==> config.mk <==
export PLATFORM = sky130hd
export DESIGN_NAME = pxc_pll_osc_ctrl
export DESIGN_NICKNAME = d
export VERILOG_FILES = /design/src/shared/pxc_pkg.sv /design/src/verilog/pxc_pll_osc_ctrl.sv
export VERILOG_INCLUDE_DIRS = /design/src /design/src/shared
export SDC_FILE = /design/constraint.sdc
export NUM_CORES = 1
export LEC_CHECK = 0
export ABC_AREA = 1
export BUFFER_PORTS_ARGS = -buffer_cell sky130_fd_sc_hd__buf_4
export CORE_MARGIN = 2
export CORE_UTILIZATION = 40
export DETAILED_ROUTE_END_ITERATION = 6
export RECOVER_POWER = 25
export SLEW_MARGIN = 20
export SYNTH_ARGS = -nofsm -noshare
export SYNTH_HDL_FRONTEND = slang
export SYNTH_SLANG_ARGS = --single-unit
==> constraint.sdc <==
create_clock -name clk -period 4 [get_ports clk]
set_input_delay 0.2 -clock clk [delete_from_list [all_inputs] [get_ports clk]]
set_output_delay 0.2 -clock clk [all_outputs]
set_load 0.005 [all_outputs]
==> src/shared/pxc_cfg.svh <==
// Offsets, field positions, reset values and counts of the PLL and crystal oscillator control
`ifndef PXC_CFG_SVH
`define PXC_CFG_SVH
// ============================================================
// Register offsets (byte addresses)
`define PXC_OFF_CRYSTAL_OSCILLATOR_STATUS 8'h0c
`define PXC_OFF_CRYSTAL_OSCILLATOR_CTRL 8'h10
`define PXC_OFF_ULP_SYNC 8'h28
`define PXC_OFF_PLL_CTRLA 8'h2c
`define PXC_OFF_PLL_RATIO 8'h30
`define PXC_OFF_PLL_CTRLB 8'h34
`define PXC_OFF_PLL_PRESC 8'h38
`define PXC_OFF_PLL_SYNC 8'h3c
`define PXC_OFF_PLL_STATUS 8'h40
// ============================================================
// Field positions
`define PXC_BIT_ENABLE 1
`define PXC_BIT_RUN_IN_STANDBY 6
`define PXC_BIT_REQUEST_DRIVEN_RUN 7
`define PXC_BIT_WUF 3
`define PXC_BIT_LOCK_BYPASS 12
`define PXC_LOCK_TIME_SELECT_LSB 8
`define PXC_RATIO_FRAC_LSB 16
`define PXC_BIT_AUTO_GAIN_CONTROL 11
`define PXC_GAIN_LSB 8
`define PXC_STARTUP_LSB 12
`define PXC_BUSY_ENABLE 1
`define PXC_BUSY_RATIO 2
`define PXC_BUSY_PRESC 3
`define PXC_STAT_LOCK 0
`define PXC_STAT_CLOCK_READY_FLAG 1
`define PXC_STAT_XOSCRDY 0
// ============================================================
// Writable masks and reset values
`define PXC_MASK_CTRLA 32'h0000_00c2
`define PXC_MASK_RATIO 32'h000f_0fff
`define PXC_MASK_CTRLB 32'h07ff_173f
`define PXC_MASK_PRESC 32'h0000_0003
`define PXC_MASK_CRYSTAL_OSCILLATOR 32'h0000_ffc2
`define PXC_RST_REG 32'h0000_0000
// ============================================================
// Counts
`define PXC_SYNC_CYC 4'h3
`define PXC_XTAL_EDGES 2'h3
`define PXC_LOCK_STEP 8
`endif

==> src/shared/pxc_pkg.sv <==
// Types of the PLL and crystal oscillator control
package pxc_pkg;
    typedef enum logic [1:0] {
        PLL_OFF = 2'b00,
        PLL_START = 2'b01,
        PLL_ACQ = 2'b10,
        PLL_RUN = 2'b11
    } pxc_pll_state_t;
    typedef enum logic [1:0] {
        XO_OFF = 2'b00,
        XO_XTAL = 2'b01,
        XO_ULP = 2'b10,
        XO_READY = 2'b11
    } pxc_xo_state_t;
endpackage

==> src/verilog/pxc_pll_osc_ctrl.sv <==
// PLL and crystal oscillator control with register port
`timescale 1ns/100ps
`include "pxc_cfg.svh"
// What this block does
// - Enable bit starts and stops the PLL
// - Enable change sets busy, cleared when running
// - Disable keeps busy until output clock stops
// - Lock flag only while enabled and locked
// - Non-zero lock time validates lock by timer
// - Zero lock time follows loop lock status
// - Fast wakeup opens gate after startup
// - Lock bypass decides gate after acquisition
// - First output edge per mode table
// - Ratio is integer plus one plus fraction/16
// - Byte, halfword and word accesses supported
// - Protected writes ignored except from debugger
// - Synchronized registers report progress in busy
// - Startup counts three crystal edges, then two-to-code slow cycles
// - Auto gain adjusts while crystal runs
// - On-demand runs oscillator only when requested
// - Else runs outside standby; in standby only with run-in-standby set
module pxc_pll_osc_ctrl #(
    parameter int LOCK_STEP = `PXC_LOCK_STEP
) (
    // Clock and reset
    input wire logic clk,
    input wire logic reset_n,
    // Register port
    input wire logic [7:0] regAddr,
    input wire logic [31:0] regWrData,
    input wire logic [3:0] regByteEn,
    input wire logic regWrite,
    input wire logic regRead,
    output logic [31:0] regRdData,
    // Access protection
    input wire logic protectEn,
    input wire logic debugAccess,
    // System state and clock requests
    input wire logic standbyMode,
    input wire logic pllRequest,
    input wire logic xoscRequest,
    // PLL analog side
    input wire logic pllCkActive,
    input wire logic pllLoopLock,
    input wire logic lockCountClk,
    output logic pllAnalogEn,
    output logic pllGateEn,
    output logic [12:0] pllMultInt,
    output logic [3:0] pllMultFrac,
    output logic [1:0] pllPrescale,
    output logic [25:0] pllCtrlB,
    // Crystal oscillator analog side
    input wire logic ulpSlowClk,
    input wire logic xoscClk,
    output logic xoscAnalogEn,
    output logic [2:0] xoscGain,
    output logic xoscAutoGainEn
);
    // ============================================================
    // Register storage
    logic [31:0] ctrlA_q, ratio_q, ctrlB_q, presc_q, xoscCtrl_q;
    logic enBusy_q, ratioBusy_q, prescBusy_q, lockFlag_q, xoscReady_q;
    logic [3:0] ratioCnt_q, prescCnt_q;
    pxc_pkg::pxc_pll_state_t pllState_q, pllState_d;
    pxc_pkg::pxc_xo_state_t xoState_q;
    logic [10:0] lockTimer_q;
    logic [15:0] ulpCnt_q;
    logic [1:0] xtalCnt_q;
    logic lockClkPrev_q, ulpPrev_q, xtalPrev_q;

    // Merge byte lanes so narrow accesses touch only their own bytes
    function automatic logic [31:0] mergeBytes(input logic [31:0] oldV, input logic [31:0] newV,
                                                input logic [3:0] be, input logic [31:0] mask);
        logic [31:0] m;
        m = {{8{be[3]}}, {8{be[2]}}, {8{be[1]}}, {8{be[0]}}} & mask;
        mergeBytes = (oldV & ~m) | (newV & m);
    endfunction

    // ============================================================
    // Write decode
    logic wrOk, wrCtrlA, wrRatio, wrCtrlB, wrPresc, wrXosc;
    logic [31:0] ctrlANew;
    assign wrOk = regWrite && (!protectEn || debugAccess);
    assign wrCtrlA = wrOk && regAddr == `PXC_OFF_PLL_CTRLA;
    assign wrRatio = wrOk && regAddr == `PXC_OFF_PLL_RATIO;
    assign wrCtrlB = wrOk && regAddr == `PXC_OFF_PLL_CTRLB;
    assign wrPresc = wrOk && regAddr == `PXC_OFF_PLL_PRESC;
    assign wrXosc = wrOk && regAddr == `PXC_OFF_CRYSTAL_OSCILLATOR_CTRL;
    assign ctrlANew = mergeBytes(ctrlA_q, regWrData, regByteEn, `PXC_MASK_CTRLA);

    always_ff @(posedge clk or negedge reset_n) begin
        if (!reset_n) begin
            ctrlA_q <= `PXC_RST_REG;
            ratio_q <= `PXC_RST_REG;
            ctrlB_q <= `PXC_RST_REG;
            presc_q <= `PXC_RST_REG;
            xoscCtrl_q <= `PXC_RST_REG;
        end else begin
            if (wrCtrlA) begin
                ctrlA_q <= ctrlANew;
            end
            if (wrRatio) begin
                ratio_q <= mergeBytes(ratio_q, regWrData, regByteEn, `PXC_MASK_RATIO);
            end
            if (wrCtrlB) begin
                ctrlB_q <= mergeBytes(ctrlB_q, regWrData, regByteEn, `PXC_MASK_CTRLB);
            end
            if (wrPresc) begin
                presc_q <= mergeBytes(presc_q, regWrData, regByteEn, `PXC_MASK_PRESC);
            end
            if (wrXosc) begin
                xoscCtrl_q <= mergeBytes(xoscCtrl_q, regWrData, regByteEn, `PXC_MASK_CRYSTAL_OSCILLATOR);
            end
        end
    end

    // ============================================================
    // Run gating from enable, on-demand requests and standby
    logic pllRun, xoscRun, pllEnable;
    logic [2:0] lockTime;
    assign pllEnable = ctrlA_q[`PXC_BIT_ENABLE];
    assign lockTime = ctrlB_q[`PXC_LOCK_TIME_SELECT_LSB +: 3];
    assign pllRun = pllEnable && (ctrlA_q[`PXC_BIT_REQUEST_DRIVEN_RUN] ? pllRequest
                                  : (!standbyMode || ctrlA_q[`PXC_BIT_RUN_IN_STANDBY]));
    assign xoscRun = xoscCtrl_q[`PXC_BIT_ENABLE] && (xoscCtrl_q[`PXC_BIT_REQUEST_DRIVEN_RUN] ? xoscRequest
                                  : (!standbyMode || xoscCtrl_q[`PXC_BIT_RUN_IN_STANDBY]));

    // ============================================================
    // Synchronization busy flags; a new event beats a clear
    logic enToggle;
    assign enToggle = wrCtrlA && (ctrlANew[`PXC_BIT_ENABLE] != pllEnable);

    always_ff @(posedge clk or negedge reset_n) begin
        if (!reset_n) begin
            enBusy_q <= 1'b0;
        end else if (enToggle) begin
            enBusy_q <= 1'b1;
        end else if (pllEnable && (pllCkActive || !pllRun)) begin
            // On-demand with no request never starts the clock, so do not hang busy
            enBusy_q <= 1'b0;
        end else if (!pllEnable && !pllCkActive) begin
            enBusy_q <= 1'b0;
        end
    end

    always_ff @(posedge clk or negedge reset_n) begin
        if (!reset_n) begin
            ratioBusy_q <= 1'b0;
            ratioCnt_q <= 4'h0;
            pllMultInt <= 13'h0001;
            pllMultFrac <= 4'h0;
        end else if (wrRatio) begin
            ratioBusy_q <= 1'b1;
            ratioCnt_q <= `PXC_SYNC_CYC;
        end else if (ratioBusy_q) begin
            ratioCnt_q <= ratioCnt_q - 4'h1;
            if (ratioCnt_q == 4'h1) begin
                ratioBusy_q <= 1'b0;
                pllMultInt <= {1'b0, ratio_q[11:0]} + 13'h0001;
                pllMultFrac <= ratio_q[`PXC_RATIO_FRAC_LSB +: 4];
            end
        end
    end

    always_ff @(posedge clk or negedge reset_n) begin
        if (!reset_n) begin
            prescBusy_q <= 1'b0;
            prescCnt_q <= 4'h0;
            pllPrescale <= 2'h0;
        end else if (wrPresc) begin
            prescBusy_q <= 1'b1;
            prescCnt_q <= `PXC_SYNC_CYC;
        end else if (prescBusy_q) begin
            prescCnt_q <= prescCnt_q - 4'h1;
            if (prescCnt_q == 4'h1) begin
                prescBusy_q <= 1'b0;
                pllPrescale <= presc_q[1:0];
            end
        end
    end

    // ============================================================
    // Lock count clock tick and lock timer
    logic lockTick, timerDone, lockNow;
    assign lockTick = lockCountClk && !lockClkPrev_q;
    assign timerDone = lockTimer_q == 11'h000;
    assign lockNow = (lockTime == 3'h0) ? pllLoopLock : timerDone;

    always_ff @(posedge clk or negedge reset_n) begin
        if (!reset_n) begin
            lockClkPrev_q <= 1'b0;
            lockTimer_q <= 11'h000;
        end else begin
            lockClkPrev_q <= lockCountClk;
            if (pllState_q == pxc_pkg::PLL_START) begin
                // Constant lock time counted on the 32 kHz tick
                lockTimer_q <= 11'(int'(lockTime) * LOCK_STEP);
            end else if (pllState_q == pxc_pkg::PLL_ACQ && lockTick && !timerDone) begin
                lockTimer_q <= lockTimer_q - 11'h001;
            end
        end
    end

    // ============================================================
    // PLL sequence: startup, acquisition, running
    always_comb begin
        pllState_d = pllState_q;
        unique case (pllState_q)
            pxc_pkg::PLL_OFF: begin
                if (pllRun) begin
                    pllState_d = pxc_pkg::PLL_START;
                end
            end
            pxc_pkg::PLL_START: begin
                if (!pllRun) begin
                    pllState_d = pxc_pkg::PLL_OFF;
                end else if (pllCkActive) begin
                    pllState_d = pxc_pkg::PLL_ACQ;
                end
            end
            pxc_pkg::PLL_ACQ: begin
                if (!pllRun) begin
                    pllState_d = pxc_pkg::PLL_OFF;
                end else if (lockNow) begin
                    pllState_d = pxc_pkg::PLL_RUN;
                end
            end
            pxc_pkg::PLL_RUN: begin
                if (!pllRun) begin
                    pllState_d = pxc_pkg::PLL_OFF;
                end else if (!pllCkActive) begin
                    pllState_d = pxc_pkg::PLL_START;
                end
            end
        endcase
    end

    logic lockFlag_d, gate_d, inLockPhase;
    assign inLockPhase = pllState_q == pxc_pkg::PLL_ACQ || pllState_q == pxc_pkg::PLL_RUN;
    assign lockFlag_d = pllRun && pllEnable && inLockPhase && lockNow;
    // During acquisition fast wakeup or lock opens the gate; once running, bypass or lock
    assign gate_d = pllRun && pllCkActive &&
                    ((pllState_q == pxc_pkg::PLL_ACQ && ctrlB_q[`PXC_BIT_WUF]) ||
                     (pllState_q == pxc_pkg::PLL_ACQ && lockNow) ||
                     (pllState_q == pxc_pkg::PLL_RUN &&
                      (ctrlB_q[`PXC_BIT_LOCK_BYPASS] || lockNow)));

    always_ff @(posedge clk or negedge reset_n) begin
        if (!reset_n) begin
            pllState_q <= pxc_pkg::PLL_OFF;
            lockFlag_q <= 1'b0;
            pllGateEn <= 1'b0;
            pllAnalogEn <= 1'b0;
            pllCtrlB <= 26'h0;
        end else begin
            pllState_q <= pllState_d;
            lockFlag_q <= lockFlag_d;
            pllGateEn <= gate_d;
            pllAnalogEn <= pllRun;
            pllCtrlB <= ctrlB_q[25:0];
        end
    end

    // ============================================================
    // Crystal startup: three crystal edges, then 2^code slow cycles
    logic ulpTick, xtalTick;
    logic [15:0] startupCount;
    assign ulpTick = ulpSlowClk && !ulpPrev_q;
    assign xtalTick = xoscClk && !xtalPrev_q;
    assign startupCount = 16'h0001 << xoscCtrl_q[`PXC_STARTUP_LSB +: 4];

    always_ff @(posedge clk or negedge reset_n) begin
        if (!reset_n) begin
            xoState_q <= pxc_pkg::XO_OFF;
            ulpPrev_q <= 1'b0;
            xtalPrev_q <= 1'b0;
            ulpCnt_q <= 16'h0000;
            xtalCnt_q <= 2'h0;
            xoscReady_q <= 1'b0;
            xoscAnalogEn <= 1'b0;
            xoscGain <= 3'h0;
            xoscAutoGainEn <= 1'b0;
        end else begin
            ulpPrev_q <= ulpSlowClk;
            xoscAnalogEn <= xoscRun;
            // Gain field still drives the core, auto gain trims around it
            xoscGain <= xoscCtrl_q[`PXC_GAIN_LSB +: 3];
            xoscAutoGainEn <= xoscCtrl_q[`PXC_BIT_AUTO_GAIN_CONTROL] && xoscRun;
            xtalPrev_q <= xoscClk;
            xoscReady_q <= xoState_q == pxc_pkg::XO_READY && xoscRun;
            if (!xoscRun) begin
                xoState_q <= pxc_pkg::XO_OFF;
            end else begin
                unique case (xoState_q)
                    pxc_pkg::XO_OFF: begin
                        xoState_q <= pxc_pkg::XO_XTAL;
                        xtalCnt_q <= `PXC_XTAL_EDGES;
                    end
                    pxc_pkg::XO_XTAL: begin
                        if (xtalTick) begin
                            xtalCnt_q <= xtalCnt_q - 2'h1;
                            if (xtalCnt_q == 2'h1) begin
                                xoState_q <= pxc_pkg::XO_ULP;
                                ulpCnt_q <= startupCount;
                            end
                        end
                    end
                    pxc_pkg::XO_ULP: begin
                        if (ulpTick) begin
                            ulpCnt_q <= ulpCnt_q - 16'h0001;
                            if (ulpCnt_q == 16'h0001) begin
                                xoState_q <= pxc_pkg::XO_READY;
                            end
                        end
                    end
                    pxc_pkg::XO_READY: begin
                        xoState_q <= pxc_pkg::XO_READY;
                    end
                endcase
            end
        end
    end

    // ============================================================
    // Read port, data in the cycle after the strobe
    logic [31:0] rdMux, syncWord, statWord;
    always_comb begin
        syncWord = 32'h0;
        syncWord[`PXC_BUSY_ENABLE] = enBusy_q;
        syncWord[`PXC_BUSY_RATIO] = ratioBusy_q;
        syncWord[`PXC_BUSY_PRESC] = prescBusy_q;
        statWord = 32'h0;
        statWord[`PXC_STAT_LOCK] = lockFlag_q;
        statWord[`PXC_STAT_CLOCK_READY_FLAG] = pllGateEn;
        unique case (regAddr)
            `PXC_OFF_CRYSTAL_OSCILLATOR_STATUS: rdMux = {31'h0, xoscReady_q};
            `PXC_OFF_CRYSTAL_OSCILLATOR_CTRL: rdMux = xoscCtrl_q;
            `PXC_OFF_PLL_CTRLA: rdMux = ctrlA_q;
            `PXC_OFF_PLL_RATIO: rdMux = ratio_q;
            `PXC_OFF_PLL_CTRLB: rdMux = ctrlB_q;
            `PXC_OFF_PLL_PRESC: rdMux = presc_q;
            `PXC_OFF_PLL_SYNC: rdMux = syncWord;
            `PXC_OFF_PLL_STATUS: rdMux = statWord;
            default: rdMux = 32'h0;
        endcase
    end

    always_ff @(posedge clk or negedge reset_n) begin
        if (!reset_n) begin
            regRdData <= 32'h0;
        end else if (regRead) begin
            // Unused byte lanes read zero for narrow reads
            regRdData <= rdMux & {{8{regByteEn[3]}}, {8{regByteEn[2]}},
                                  {8{regByteEn[1]}}, {8{regByteEn[0]}}};
        end else begin
            regRdData <= 32'h0;
        end
    end
endmodule

==> results_dict.tcl <==
set metrics [dict create \
    power.total_mw 4.420 \
    tritoncts.num_buffers 17 \
    grt_pass1_wl_mm 31.69 \
    post_drt_via_cell_ratio 4.757 \
    pin_count 142 \
    p_comb_share_pct 17.1 \
    finalClockSkew_ps 5.712 \
    cts-resized-gates 0 \
    fp.dieW_um 147.1 \
    met2_wirelength_mm 9.081 \
    syn_inst_count 980 \
    violations "capacitance limit, slew limit" \
    clkSinkCount 175 \
    critPathKind "in -> reg" \
    synth_edf_count 0 \
    synth-main-ff-cell "dfrtp_1" \
    synthesis.area_um2 8185 \
    headroom_to_the_max_slew_limit_pct -36.58 \
    yosysTopAreaCellShare_pct 53.19 \
    final_layout_size_suffix_gt1_share_pct 16.77 \
    die_area_um2 21620 \
    critical_path.endpoint_type "register" \
    seq_power_share_pct 45.6 \
    slew_viol_final 85 \
    synth_cell_type_count 40 \
    power_switching_mw 1.335 \
    required_time_at_the_endpoint_of_the_critical_path_ps 4310 \
    core_region_area_um2 20170 \
    post-route-min-period_ps 2490 \
    tcrit_tclk_final_pct 62.25 \
    drt_first_pass_iters 5 \
    hold_viol 0 \
    max_cap_violations 1 \
    port_buffers 125 \
    routed-via-count 6645 \
    clock_share_of_power_pct 37.3 \
    fp.dieH_um 147.1 \
    timing_worst_slew_pin_value_ps 2049 \
    syn_avg_cell_area_um2 8.352 \
    syn2layout_area_growth_pct 21.38 \
    vias_in_the_first_global_route 6240 \
    initial_utilization_pct 40.58 \
    detailedPlacementHpwl_mm 14.36 \
    synth_warnings 0 \
    final_net_count 1182 \
    vdd.ir_drop.worst_uv 279.0 \
    stdcell_count 1397 \
    num_rows 52 \
    antennaDiodeCount 0 \
    ys_seq_area_share_pct 53.52 \
    critical_path_peak_fanout 31 \
    post-synth-top-area-cell "dfrtp_1" \
    timing.hold.worst.class "in -> reg" \
    setup_tns_ps 0 \
    synth-async-reset-ratio_pct 100.0 \
    worst_setup_hold_path_clk_slew_ps 70 \
    grt_antenna_before_repair 0 \
    switching_share_pct 30.20 \
    synth_top_cells_by_area "dfrtp_1, nand2_1, nor2_1, inv_1, o21ai_0" \
    gp_congestion 0.9036 \
    groute.usage.overall_pct 18.38 \
    rsz_0062_raised_after_global_routing "false" \
    insertion_delay_ps 420 \
    placed_cells_incl_taps 1360 \
    global_route.overflow_total 0 \
    cell_int_power_mw 3.085 \
    cts.root.buffer_cell "clkbuf_16" \
    pin_count_of_the_biggest_net_entering_global_routing 92 \
    totalWireLength_mm 19.37 \
    outcome "finished with violations" \
    power.static_leakage_nw 5.026 \
    detailroute.wirelength.met3_um 781 \
    start_kind "input port" \
    tritoncts "yes" \
    powerDensity_nw_per_um2 444.9 \
    detail_route.drc_violations 0 \
    synth.ff_latch_count 175 \
    cts_buffer_depth 2 \
    routed_wirelength_normalized_by_instance_count_um 13.86 \
    post_cts.repair.setup_buffers 0 \
    fmaxAchievable_mhz 401.6 \
    met1Wirelength_mm 9.203 \
    arrival_ps 2800 \
    highest-signal-layer "met4" \
    final_setup_violations 0 \
    drt_iter0_drc 390 \
    cts_htree_levels 4 \
    final_antenna_net_count 0 \
]
[per-layer routing]
metal  GRT usage [%]  vias to the layer above
met2           29.04                      156
li1                -                     3364
met5               0                        -
met4           5.096                        0
met3           3.447                       22
met1           26.11                     3103
[power groups by stage]
stage	registers, mW	clock network (mW)	logic [mW]
finish	2.02	1.65	0.756
global route	2.03	1.76	0.877
CTS	2.02	1.69	0.766
detailed placement	2.05	0	0.759
global placement	2.04	0	0.747
floorplan	2.02	0	0.531
[area by class of cell]
| cell class | count | area [um2] |
|---|---|---|
| timing repair buffer | 131 | 1006 |
| clock inverter | 15 | 163.9 |
| fill | 2017 | 10230 |
| tap | 270 | 337.8 |
| multi-input combinational | 657 | 3124 |
| sequential | 175 | 4380 |
| clock buffer | 17 | 425.4 |
| inverter | 132 | 498.0 |
[placed cells by master (no fill, tap or decap), types with 6 or more instances in the layout]
cell / n
o21ai_0: 79
clkbuf_16: 17
dfrtp_1: 174
nor2_1: 136
o22ai_1: 8
nor3_1: 11
nand2_2: 9
inv_6: 6
buf_4: 121
inv_1: 127
o21ai_1: 25
a21oi_1: 28
ha_1: 10
conb_1: 11
nand3_1: 74
nand2_1: 214
nand4_1: 8
xor2_1: 16
[cells by family after synthesis]
kind of cell    after synthesis  share of synthesized area (%)
compound gates              147                          9.340
xor+xnor                     19                          2.033
fa+ha+maj                    10                          1.529
buf+inv                     158                          8.407
flops                       175                          53.52
other cells                   1                        0.04581
simple gates                470                          25.13
[final timing paths]
path	startpoint	endpoint	slack, ps	depth (start not counted)
max	regAddr[7]	pllMultInt[8]	1510	11
min	regWrData[20]	register	20	3
max reg2reg	xoState_q[0]	ulpCnt_q[14]	1830	8
min reg2reg	register	pllCtrlB[22]	380	0
max in group asynchronous	reset_n	ulpCnt_q[9]	1790	3
min in group asynchronous	reset_n	pllCtrlB[4]	910	2
[synth_stat cells (all sizes together), types with 3 or more instances]
master  instances
a21oi          28
a31oi           3
buf            23
clkbuf          3
dfrtp         174
ha             10
inv           132
nand2         225
nand3          78
nand4           8
nor2          142
nor3           11
o21ai         105
o22ai           8
or2             3
xnor2           3
xor2           16
[timing repair]
| item | CTS | global route |
|---|---|---|
| endpoints found under the setup margin | 0 | 0 |
| hold buffers | 5 | 0 |
| endpoints found under the hold margin | 87 | 0 |
[per-stage QoR]
stage	utilization, %	area (um2)	worst slack [ps]	hold WS [ps]
global route	49.26	9936	1139	2.894
CTS	49.44	9972	1832	1.679
floorplan	-	8223	2529	-95.59
detailed placement	46.27	9333	1850	310.9
global placement	46.27	9333	1890	309.7
finish	49.26	9936	1510	22.19
[worst max-delay path, stage by stage]
cell and delay, ps:
buf_4 110, inv_1 70, nand2_2 80, nor2_1 630, nand2_1 560, nor2_4 340
inv_2 90, nand2_2 380, inv_1 180, nand3_1 100, nand2_1 50
Power figures use the tool's default switching activity.
